--- src/core/mefs_pkg.sv ---
// Shared constants and state type for the motion event source flag block
package mefs_pkg;

	// Widths
	localparam int unsigned DATA_W  = 8;
	localparam int unsigned ADDR_W  = 8;
	localparam int unsigned ACCEL_W = 10;
	localparam int unsigned THS_W   = 7;
	localparam int unsigned AXES    = 3;

	// Register offsets
	localparam logic [7:0] ADDR_CFG = 8'h15;
	localparam logic [7:0] ADDR_SRC = 8'h16;
	localparam logic [7:0] ADDR_THS = 8'h17;

	// Configuration register field positions
	localparam int unsigned CFG_LATCH_BIT  = 7;
	localparam int unsigned CFG_OR_AND_BIT = 6;
	localparam int unsigned CFG_ZEN_BIT = 5;
	localparam int unsigned CFG_YEN_BIT = 4;
	localparam int unsigned CFG_XEN_BIT = 3;

	// Source register field positions; bit 6 always reads zero
	localparam int unsigned SRC_ACTIVE_BIT = 7;
	localparam int unsigned SRC_ZF_BIT = 5;
	localparam int unsigned SRC_ZP_BIT = 4;
	localparam int unsigned SRC_YF_BIT = 3;
	localparam int unsigned SRC_YP_BIT = 2;
	localparam int unsigned SRC_XF_BIT = 1;
	localparam int unsigned SRC_XP_BIT = 0;

	// Values after reset
	localparam logic [7:0] RST_DATA = 8'h00;
	localparam logic [6:0] RST_THS  = 7'h00;
	localparam logic       RST_BIT  = 1'b0;
	localparam logic [2:0] RST_AXES = 3'h0;

	// Axis index into the per-axis vectors
	localparam int unsigned AX_X = 0;
	localparam int unsigned AX_Y = 1;
	localparam int unsigned AX_Z = 2;

	typedef struct packed {
		logic       event_latch_enable;
		logic       or_and_select;
		logic [2:0] en;
		logic [6:0] ths;
		logic       event_active_flag;
		logic [2:0] flag;
		logic [2:0] pol;
		logic [7:0] rdata;
	} mefs_state_t;

	// Unsigned magnitude of a two's-complement sample
	function automatic logic [9:0] mefs_mag(input logic [9:0] a);
		mefs_mag = a[9] ? 10'((~a) + 10'h001) : a;
	endfunction

endpackage

--- src/core/mefs_axis_cmp.sv ---
// Per-axis threshold comparison for the motion event source flags
`timescale 1ns/1ps
module mefs_axis_cmp (
	// Sample and settings
	input  wire logic [9:0] i_accel,
	input  wire logic [6:0] i_ths,
	input  wire logic       i_en,
	input  wire logic       i_or_mode,
	// Result
	output logic            o_hit,
	output logic            o_negative
);

	logic [9:0] mag;
	logic       above;

	always_comb begin
		mag = mefs_pkg::mefs_mag(i_accel);
		// Threshold is unsigned and compared against the magnitude
		above = (mag > {3'h0, i_ths});
		// Motion wants above, freefall wants at or below
		o_hit = i_en & (i_or_mode ? above : ~above);
		o_negative = i_accel[9];
	end

endmodule // mefs_axis_cmp

--- src/core/mefs_combine.sv ---
// Summary event combination across the enabled axes
`timescale 1ns/1ps
module mefs_combine (
	// Axis results
	input  wire logic [2:0] i_hit,
	input  wire logic [2:0] i_en,
	input  wire logic       i_or_mode,
	// Summary
	output logic            o_active
);

	logic any_hit;
	logic all_hit;

	always_comb begin
		any_hit = |(i_hit & i_en);
		// Disabled axes do not block the AND; no enabled axis means no event
		all_hit = (&(i_hit | ~i_en)) & (|i_en);
		o_active = i_or_mode ? any_hit : all_hit;
	end

endmodule // mefs_combine

--- src/core/mefs_top.sv ---
// Motion event source flags with their configuration and register port
//
// How it works
// - Summary flag high when any (OR) or every (AND) enabled axis flag asserted, low otherwise.
// - Z motion flag is one on a detected Z event, else zero.
// - Z motion flag reads zero while Z detection is disabled.
// - Z polarity flag is zero for positive, one for negative acceleration.
// - Z polarity flag reads zero while Z detection is disabled.
// - Y motion flag is one on a detected Y event, else zero.
// - Y motion flag reads zero while Y detection is disabled.
// - Y polarity flag is zero for positive, one for negative acceleration.
// - Y polarity flag reads zero while Y detection is disabled.
// - X motion flag is one on a detected X event, else zero.
// - X motion flag reads zero while X detection is disabled.
// - X polarity flag is zero for positive, one for negative acceleration.
// - All axis, polarity and summary flags reset to zero.
// - Summary uses OR for motion or AND for freefall per select bit.
// - With latching, flags freeze once summary sets; source read clears.
// - Motion is magnitude above threshold; freefall is at or below it.
`timescale 1ns/1ps
module mefs_top (
	// Clock and reset
	input  wire logic       i_ref_clk,
	input  wire logic       i_rst_b,
	// Acceleration samples from the datapath, same clock
	input  wire logic       i_sample_valid,
	input  wire logic [9:0] i_x_accel,
	input  wire logic [9:0] i_y_accel,
	input  wire logic [9:0] i_z_accel,
	// Register port
	input  wire logic [7:0] i_addr,
	input  wire logic [7:0] i_wdata,
	input  wire logic       i_wr_en,
	input  wire logic       i_rd_en,
	output logic      [7:0] o_rdata,
	// Flags
	output logic            o_event_active_flag,
	output logic            o_z_motion_flag,
	output logic            o_z_polarity_flag,
	output logic            o_y_motion_flag,
	output logic            o_y_polarity_flag,
	output logic            o_x_motion_flag,
	output logic            o_x_polarity_flag
);

	mefs_pkg::mefs_state_t st_r;
	mefs_pkg::mefs_state_t st_nxt;

	logic [2:0] hit;
	logic [2:0] neg;
	logic       active;
	logic [7:0] src_byte;
	logic [7:0] cfg_byte;
	logic       src_read;
	logic       frozen;

	mefs_axis_cmp u_cmp_x (
		.i_accel    (i_x_accel),
		.i_ths      (st_r.ths),
		.i_en       (st_r.en[mefs_pkg::AX_X]),
		.i_or_mode  (st_r.or_and_select),
		.o_hit      (hit[mefs_pkg::AX_X]),
		.o_negative (neg[mefs_pkg::AX_X])
	);

	mefs_axis_cmp u_cmp_y (
		.i_accel    (i_y_accel),
		.i_ths      (st_r.ths),
		.i_en       (st_r.en[mefs_pkg::AX_Y]),
		.i_or_mode  (st_r.or_and_select),
		.o_hit      (hit[mefs_pkg::AX_Y]),
		.o_negative (neg[mefs_pkg::AX_Y])
	);

	mefs_axis_cmp u_cmp_z (
		.i_accel    (i_z_accel),
		.i_ths      (st_r.ths),
		.i_en       (st_r.en[mefs_pkg::AX_Z]),
		.i_or_mode  (st_r.or_and_select),
		.o_hit      (hit[mefs_pkg::AX_Z]),
		.o_negative (neg[mefs_pkg::AX_Z])
	);

	mefs_combine u_comb (
		.i_hit     (hit),
		.i_en      (st_r.en),
		.i_or_mode (st_r.or_and_select),
		.o_active  (active)
	);

	always_comb begin
		src_byte = mefs_pkg::RST_DATA;
		src_byte[mefs_pkg::SRC_ACTIVE_BIT] = st_r.event_active_flag;
		src_byte[mefs_pkg::SRC_ZF_BIT] = st_r.flag[mefs_pkg::AX_Z];
		src_byte[mefs_pkg::SRC_ZP_BIT] = st_r.pol[mefs_pkg::AX_Z];
		src_byte[mefs_pkg::SRC_YF_BIT] = st_r.flag[mefs_pkg::AX_Y];
		src_byte[mefs_pkg::SRC_YP_BIT] = st_r.pol[mefs_pkg::AX_Y];
		src_byte[mefs_pkg::SRC_XF_BIT] = st_r.flag[mefs_pkg::AX_X];
		src_byte[mefs_pkg::SRC_XP_BIT] = st_r.pol[mefs_pkg::AX_X];

		cfg_byte = mefs_pkg::RST_DATA;
		cfg_byte[mefs_pkg::CFG_LATCH_BIT]  = st_r.event_latch_enable;
		cfg_byte[mefs_pkg::CFG_OR_AND_BIT] = st_r.or_and_select;
		cfg_byte[mefs_pkg::CFG_ZEN_BIT] = st_r.en[mefs_pkg::AX_Z];
		cfg_byte[mefs_pkg::CFG_YEN_BIT] = st_r.en[mefs_pkg::AX_Y];
		cfg_byte[mefs_pkg::CFG_XEN_BIT] = st_r.en[mefs_pkg::AX_X];

		src_read = i_rd_en & (i_addr == mefs_pkg::ADDR_SRC);
		// Latched flags stay put until software has seen them
		frozen = st_r.event_latch_enable
			& st_r.event_active_flag;
	end

	always_comb begin
		st_nxt = st_r;

		// Configuration writes
		if (i_wr_en) begin
			case (i_addr)
				mefs_pkg::ADDR_CFG: begin
					st_nxt.event_latch_enable =
						i_wdata[mefs_pkg::CFG_LATCH_BIT];
					st_nxt.or_and_select =
						i_wdata[mefs_pkg::CFG_OR_AND_BIT];
					st_nxt.en[mefs_pkg::AX_Z] = i_wdata[mefs_pkg::CFG_ZEN_BIT];
					st_nxt.en[mefs_pkg::AX_Y] = i_wdata[mefs_pkg::CFG_YEN_BIT];
					st_nxt.en[mefs_pkg::AX_X] = i_wdata[mefs_pkg::CFG_XEN_BIT];
				end
				mefs_pkg::ADDR_THS: begin
					st_nxt.ths = i_wdata[6:0];
				end
				default: begin
					st_nxt.ths = st_r.ths;
				end
			endcase
		end

		// Read data, shown the cycle after the strobe; unmapped reads zero
		st_nxt.rdata = mefs_pkg::RST_DATA;
		if (i_rd_en) begin
			case (i_addr)
				mefs_pkg::ADDR_CFG: st_nxt.rdata = cfg_byte;
				mefs_pkg::ADDR_SRC: st_nxt.rdata = src_byte;
				mefs_pkg::ADDR_THS: st_nxt.rdata = {1'b0, st_r.ths};
				default:            st_nxt.rdata = mefs_pkg::RST_DATA;
			endcase
		end

		// A latched source read clears; a sample in that cycle still lands
		if (st_r.event_latch_enable && src_read) begin
			st_nxt.event_active_flag = 1'b0;
			st_nxt.flag = mefs_pkg::RST_AXES;
			st_nxt.pol  = mefs_pkg::RST_AXES;
		end
		if (!st_r.event_latch_enable) begin
			// Real-time mode: flags follow the last sample with no hold
			if (i_sample_valid) begin
				st_nxt.flag = hit;
				st_nxt.pol  = hit & neg;
				st_nxt.event_active_flag = active;
			end
		end else if (i_sample_valid && (!frozen || src_read)) begin
			// Set wins over the clear of a read in the same cycle
			st_nxt.flag = hit;
			st_nxt.pol  = hit & neg;
			st_nxt.event_active_flag = active;
		end

		// Disabled axes read zero whatever was captured
		st_nxt.flag = st_nxt.flag & st_nxt.en;
		st_nxt.pol  = st_nxt.pol & st_nxt.en;
		if (st_nxt.flag == mefs_pkg::RST_AXES) begin
			// No enabled axis flag left standing: summary must drop
			st_nxt.event_active_flag = 1'b0;
		end
	end

	always_ff @(posedge i_ref_clk) begin
		if (!i_rst_b) begin
			st_r.event_latch_enable <= mefs_pkg::RST_BIT;
			st_r.or_and_select      <= mefs_pkg::RST_BIT;
			st_r.en                 <= mefs_pkg::RST_AXES;
			st_r.ths                <= mefs_pkg::RST_THS;
			st_r.event_active_flag  <= mefs_pkg::RST_BIT;
			st_r.flag               <= mefs_pkg::RST_AXES;
			st_r.pol                <= mefs_pkg::RST_AXES;
			st_r.rdata <= mefs_pkg::RST_DATA;
		end else begin
			st_r <= st_nxt;
		end
	end

	assign o_rdata             = st_r.rdata;
	assign o_event_active_flag = st_r.event_active_flag;
	assign o_z_motion_flag     = st_r.flag[mefs_pkg::AX_Z];
	assign o_z_polarity_flag   = st_r.pol[mefs_pkg::AX_Z];
	assign o_y_motion_flag     = st_r.flag[mefs_pkg::AX_Y];
	assign o_y_polarity_flag   = st_r.pol[mefs_pkg::AX_Y];
	assign o_x_motion_flag     = st_r.flag[mefs_pkg::AX_X];
	assign o_x_polarity_flag   = st_r.pol[mefs_pkg::AX_X];

endmodule // mefs_top

--- config.mk ---
export PLATFORM = sky130hd
export DESIGN_NAME = mefs_top
export DESIGN_NICKNAME = d
export VERILOG_FILES = /design/src/core/mefs_pkg.sv /design/src/core/mefs_axis_cmp.sv /design/src/core/mefs_combine.sv /design/src/core/mefs_top.sv
export SDC_FILE = /design/constraint.sdc
export NUM_CORES = 1
export LEC_CHECK = 0
export BUFFER_PORTS_ARGS = -buffer_cell sky130_fd_sc_hd__buf_2
export CORE_UTILIZATION = 41
export CTS_CLUSTER_SIZE = 12
export DETAILED_ROUTE_END_ITERATION = 12
export HOLD_SLACK_MARGIN = 0.12
export PLACE_DENSITY = 0.66
export SETUP_SLACK_MARGIN = 0.2
export SLEW_MARGIN = 10
export SYNTH_ARGS = -nofsm -noshare
export SYNTH_HDL_FRONTEND = slang
export SYNTH_SLANG_ARGS = --single-unit
--- constraint.sdc ---
create_clock -name i_ref_clk -period 3.85 [get_ports i_ref_clk]
set_input_delay 0.5775 -clock i_ref_clk [delete_from_list [all_inputs] [get_ports i_ref_clk]]
set_output_delay 0.5775 -clock i_ref_clk [all_outputs]
set_load 0.005 [all_outputs]
==> key figures, run 1 <==
Synth
  – Synth cell types: 56
  – Post-synth top area cell: dfxtp_1
  – Ys async rst share: 0%
  – Main area contributors after synthesis: dfxtp_1 (22%), ha_1 (12%), mux2i_1 (7.8%), xnor2_1 (5.4%), nor2_1 (4.9%)
  – Synthesized area: 0.00243 mm2
  – Ys Warns: 0
  – Area fraction of the dominant cell type after synthesis: ~22%
  – Mapped Nets: between 300 and 400
  – Post-synth top flop: dfxtp_1
  – Syn_area_per_cell: 8.17 um2
  – Seq/Total Area, Yosys: 22.3%
  – Flops & latches, synth: 27
  – Synth Instances: 297
  – Number of synthesized flops with an enable pin: 0

Layout
  – Max reg flops: 8
  – P&R area growth vs syn: 12.6%
  – Share of post-route cells with drive strength above 1: 24.3%
  – Fin nets: ~420
  – ANT cells: 0
  – Fill count: 591

Setup path
  – Startpoint Class: primary input
  – CP Cell Sequence: buf_2 -> inv_1 -> ha_1 -> or3b_2 -> nand2_1 -> xnor2_1 -> ha_1 -> nand4_1 -> o221a_2 -> o32ai_1 -> xor2_1 -> o31ai_1 -> a222oi_1 -> a211oi_1
  – CP Capture Type: register
  – Worst path required time: 4.02 ns
  – CP bufs+invs: 2
  – CP most frequent cell: ha_1
  – Slowest stage cell, crit path: or3b_2
  – Crit Path Class: in2reg
  – Worst EP arrival: 3.45 ns
  – Top delay family on crit path: compound AO/OA/AOI/OAI gates
  – CP Max Fanout: 3
  – Slowest cell delay on critical path: 0.48 ns

GRT
  – Largest net degree at the start of global routing: 16
  – Vias in the first global route: 2109
  – First-pass GRT wire length: 9.74 mm
  – Global route overflow: 0
  – Initial antenna violation count: 0
  – Gr usage total: 19.3%

Power and ir drop
  – Clock network fraction of total power: 26.9%
  – Flop pwr share: 46.4%
  – Worst vdd ir: 0.162 mV
  – Net Sw Power: 0.175 mW
  – Part of the power in combinational logic: between 20% and 30%
  – Pwr Total: 0.602 mW
  – Leakage: 1.22 nW
  – Sw frac: 29.1%
  – Int Pwr: roughly 0.43 mW
  – Pwr/cell area: 220 mW/mm2

Routing
  – Via-to-Cell Ratio: 5.39
  – DRC violations left: 0
  – DRT antenna net count: 0
  – Total Wirelength: 5.84 mm
  – Routed len/inst: approximately 14 um
  – Vias: about 2300
  – DRT iter0 DRCs: 92
  – First-pass DRT Iterations: 4

Run status
  – Status: complete, no violations

Floorplanning
  – Die width: 78.9 um
  – Die area: 0.00623 mm2
  – CORE AREA: 0.00561 mm2
  – Top-Level Pins: 66
  – Initial core utilization: 43.3%
  – Chip Height: 78.9 um
  – Number of placement rows: 27

Flow run
  – Max-cap violations: 0

Timing
  – Final worst-path cycle share: between 80 and 90%
  – Fin crit period: 3.28 ns
  – Max Transition Viols Final: 0
  – Final sum of negative setup slack: 0 ns
  – Clock skew: 0.0120 ns
  – Fmax: about 300 MHz
  – Final hold violations: 0
  – Setup-failing EPs final: 0
  – Worst Max-Slew Pin Slew: 0.573 ns
  – RSZ-0062 raised after global routing: false
  – Relative slew slack: 61.7%

Clocking
  – Hold-fix buffers, CTS: 0
  – Clock Sinks: 27
  – Htree depth: 1
  – CTS Buf Count: 3
  – Worst-path clk slew: approximately 0.1 ns
  – TritonCTS clock tree: done
  – CTS root buf: clkbuf_8
  – Clock latency on the worst-skew pair: around 0.28 ns
  – Max clock buf depth: 2

Placement
  – IO Port Bufs: 65
  – DPL Wire Length: ~4.8 mm
  – RD Place Congestion: 0.887

Worst hold path
  – Hold Path Class: in2reg
## tightest hold or removal path: cells and delay by family
family | cells | cell delay [ns]
multiplexers | 1 | 0.05
buffers and inverters | 1 | 0.07
AND/OR/NAND/NOR | 1 | 0.07
## through the flow
| step | instances | utilization, % | cell area, um2 | worst slack, ns | hold WS (ns) |
|---|---|---|---|---|---|
| finish | 418 | 48.8 | 2730 | 0.566 | 0.533 |
| global route | 418 | 48.8 | 2730 | 0.346 | 0.553 |
| CTS | 418 | 48.6 | 2730 | 0.512 | 0.536 |
| detailed placement | 414 | 47.8 | 2680 | 0.235 | 0.521 |
| global placement | 414 | 47.8 | 2680 | 0.381 | 0.510 |
| floorplan | 297 | - | 2430 | 0.628 | 0.486 |
## cell usage after synthesis (all sizes together), types with 4 or more instances
cell type / n
o21ai: 12
inv: 23
nand4: 4
nand3: 8
xnor2: 15
nor2: 33
a31oi: 5
dfxtp: 27
clkbuf: 7
o31ai: 6
and3: 7
nor3: 5
a21oi: 11
buf: 12
a22oi: 4
mux2i: 19
nand2: 25
nor2b: 4
ha: 24
## per-layer routing
metal,global-route usage (%),vias to the layer above,routed length (um)
li1,-,1162,-
met3,3.33,6,320
met4,2.73,0,70
met1,26.6,1022,2870
met2,32.0,65,2580
met5,0,-,0
## area by class of cell
type | count | area (um2) | area share [%]
timing repair buffer | 65 | 325 | 11.9
sequential | 27 | 541 | 19.8
tap | 72 | 90.1 | 3.30
inverter | 23 | 86.3 | 3.16
clock buffer | 4 | 45.0 | 1.65
multi-input combinational | 227 | 1650 | 60.2
## path summary, 6_finish.rpt
kind	start	slack [ns]	depth (start not counted)	to
worst min-delay path	i_wdata[7]	0.53	3	cfg_byte[7]$_SDFFE_PN0P_
worst max-delay path	i_x_accel[0]	0.57	14	o_event_active_flag$_SDFF_PP0_
worst max register to register	st_r[19]$_SDFFE_PN0P_	1.19	10	o_event_active_flag$_SDFF_PP0_
worst min register to register	st_r[20]$_SDFFE_PN0P_	0.54	2	st_r[20]$_SDFFE_PN0P_
## logic make-up (layout without fill, tap and decap cells)
| logic type | count (synthesis) | in the layout | share of synthesized area (%) |
|---|---|---|---|
| multiplexers | 19 | 19 | 7.83 |
| flip-flops | 27 | 27 | 22.3 |
| adder cells (fa/ha/maj) | 24 | 24 | 12.4 |
| AO/OA/AOI/OAI | 65 | 65 | 19.1 |
| AND/OR/NAND/NOR | 101 | 101 | 21.4 |
| buffers and inverters | 43 | 92 | 10.2 |
| XOR/XNOR | 18 | 18 | 6.80 |
## power groups by stage
stage | clock, mW | combinational, mW | sequential (mW)
3_5_place_dp | 0 | 0.160 | 0.286
3_3_place_gp | 0 | 0.158 | 0.286
6_report | 0.162 | 0.161 | 0.279
4_1_cts | 0.165 | 0.161 | 0.279
5_1_grt | 0.176 | 0.185 | 0.279
2_1_floorplan | 0 | 0.108 | 0.286
## cell usage in the layout, fill, tap and decap left out, types with 5 or more instances in the layout
master,netlist,final
dfxtp_1,27,27
inv_1,23,23
xnor2_1,15,15
nor3_1,5,5
nand2_1,25,25
buf_2,2,65
nor2_1,32,32
mux2i_1,19,19
ha_1,24,24
nand3_1,8,8
o21ai_0,12,12
a31oi_1,5,5
a21oi_1,11,11
o31ai_1,6,6
and3_1,7,7
## repair_timing
action,CTS,global route
endpoints found under the setup margin,0,1
buffers inserted,0,0
resized for setup,0,1
(Power assumes the default switching activity.)
==> run 2: changes to the inputs <==
CAP_MARGIN = 0   (was unset)
CELL_PAD_IN_SITES_DETAIL_PLACEMENT = 2   (was unset)
CELL_PAD_IN_SITES_GLOBAL_PLACEMENT = 2   (was unset)
CORE_UTILIZATION = 30   (was 41)
PLACE_DENSITY = 0.81   (was 0.66)
==> key figures, run 2 (synthesis gave the netlist of run 1 again) <==
GRT
  – First-pass GRT wire length: 12.1 mm
  – Global route overflow: 0
  – Gr usage total: 17.9%
  – Initial antenna violation count: 0
  – Largest net degree at the start of global routing: 16
  – Vias in the first global route: 2482

Power and ir drop
  – Pwr/cell area: 222 mW/mm2
  – Worst vdd ir: 0.101 mV
  – Leakage: 1.22 nW
  – Sw frac: between 30% and 40%
  – Pwr Total: 0.615 mW
  – Flop pwr share: a little under half
  – Int Pwr: between 0.4 and 0.5 mW
  – Net Sw Power: between 0.15 and 0.2 mW
  – Clock network fraction of total power: 26.9%
  – Part of the power in combinational logic: 27.7%

Setup path
  – Crit Path Class: in2reg
  – CP Capture Type: register
  – Worst path required time: 4.02 ns
  – Startpoint Class: primary input
  – Worst EP arrival: roughly 3.6 ns
  – CP Cell Sequence: buf_2 -> or4_4 -> o21ai_0 -> xnor2_1 -> ha_1 -> a211oi_1 -> o221a_2 -> a2bb2oi_2 -> xor2_2 -> a311o_2 -> a222oi_1 -> a211oi_1
  – CP most frequent cell: a211oi_1
  – CP bufs+invs: 1
  – Top delay family on crit path: compound AO/OA/AOI/OAI gates
  – Slowest cell delay on critical path: approximately 0.55 ns
  – CP Max Fanout: 3
  – Slowest stage cell, crit path: or4_4

Floorplanning
  – CORE AREA: 0.00777 mm2
  – Top-Level Pins: 66
  – Die width: 92.0 um
  – Initial core utilization: about 31%
  – Number of placement rows: 32
  – Chip Height: 92.0 um
  – Die area: approximately 0.0085 mm2

Layout
  – Max reg flops: 8
  – Most frequent cells in the layout: buf_2 (65), nor2_1 (32), dfxtp_1 (27), nand2_1 (25), ha_1 (24)
  – Fin nets: 422
  – Sequential cell area: 541 um2
  – Fill count: roughly 930
  – Final Util: roughly 36%
  – Share of post-route cells with drive strength above 1: 24.3%
  – Commonest non-fill, non-tap cell in the layout: buf_2
  – Multi-input gate area: approximately 0.0016 mm2
  – P&R area growth vs syn: 14.2%
  – ANT cells: 0

Routing
  – First-pass DRT Iterations: 4
  – DRT antenna net count: 0
  – Routed len/inst: 16.5 um
  – DRC violations left: 0
  – Via-to-Cell Ratio: 5.26
  – Vias: 2358
  – Total Wirelength: 7.41 mm
  – DRT iter0 DRCs: 64

Clocking
  – Worst-path clk slew: about 0.1 ns
  – Max clock buf depth: 2
  – CTS root buf: clkbuf_8
  – Htree depth: 1
  – CTS Buf Count: 3
  – Clock latency on the worst-skew pair: 0.28 ns
  – TritonCTS clock tree: done
  – Clock Sinks: 27

Timing
  – Final WS setup: 0.465 ns
  – Clock skew: 0.00808 ns
  – Fmax: 295 MHz
  – Final sum of negative setup slack: 0 ns
  – Final worst-path cycle share: 87.9%
  – Final hold violations: 0
  – RSZ-0062 raised after global routing: false
  – Worst Max-Slew Pin Slew: 0.676 ns
  – Fin crit period: roughly 3.4 ns
  – Relative slew slack: 54.7%
  – Setup-failing EPs final: 0
  – Max Transition Viols Final: 0

Placement
  – RD Place Congestion: 0.800
  – DPL Wire Length: 6.22 mm
  – Pre-CTS setup slack: 0.156 ns
  – IO Port Bufs: 65

Flow run
  – Max-cap violations: 0

Worst hold path
  – Hold Path Class: in2reg

Run status
  – Status: complete, no violations
run 2: cell counts in the layout (fill, tap and decap cells not counted):
No cell type changed its count.
run 2: through the flow:
stage | hold WS, ns | instance area, um2 | cells
floorplan | 0.486 | 2430 | 297
global placement | 0.509 | 2720 | 444
detailed placement | 0.530 | 2720 | 444
CTS | 0.548 | 2760 | 448
global route | 0.554 | 2770 | 448
finish | 0.545 | 2770 | 448
run 2: per-layer routing:
layer	wire (um)	track usage, %
met3	272	1.66
met4	44	3.91
met5	0	0
met1	3380	22.2
met2	3720	33.2
run 2: final timing paths:
kind,from,endpoint,slack [ns],cells past startpoint
setup / recovery,i_z_accel[1],o_event_active_flag$_SDFF_PP0_,0.47,12
hold / removal,i_wdata[0],st_r[15]$_SDFFE_PN0P_,0.54,3
setup reg to reg,st_r[19]$_SDFFE_PN0P_,o_event_active_flag$_SDFF_PP0_,1.01,10
hold reg to reg,st_r[21]$_SDFFE_PN0P_,st_r[21]$_SDFFE_PN0P_,0.54,2
run 2: area by class of cell:
class / instances / share of cell area, %
repair buffers: 65 / 11.7
multi-input cells: 227 / 59.4
flip-flops and latches: 27 / 19.5
well taps: 102 / 4.60
inverters: 23 / 3.12
clock buffers: 4 / 1.63
run 2: worst reg2reg max path: stages (launching register included):
cell and delay, ns:
dfxtp_1 0.37, inv_1 0.13, ha_1 0.35, and3_1 0.17
o21ai_0 0.20, nand3_1 0.10, a22oi_1 0.36, xor2_1 0.23
a311o_1 0.42, a222oi_1 0.34, a211oi_1 0.07
run 2: power groups by stage:
stage	Combinational (mW)	Sequential, mW	Clock, mW
floorplan	0.108	0.286	0
global placement	0.160	0.286	0
detailed placement	0.172	0.286	0
CTS	0.173	0.279	0.170
global route	0.191	0.280	0.184
finish	0.170	0.279	0.166
run 2: timing repair:
| action | in CTS | in global routing |
|---|---|---|
| hold buffers | 0 | 0 |
| buffers inserted | 0 | 0 |
| endpoints found under the hold margin | 0 | 0 |
| resized for setup | 0 | 1 |
| endpoints found under the setup margin | 0 | 1 |
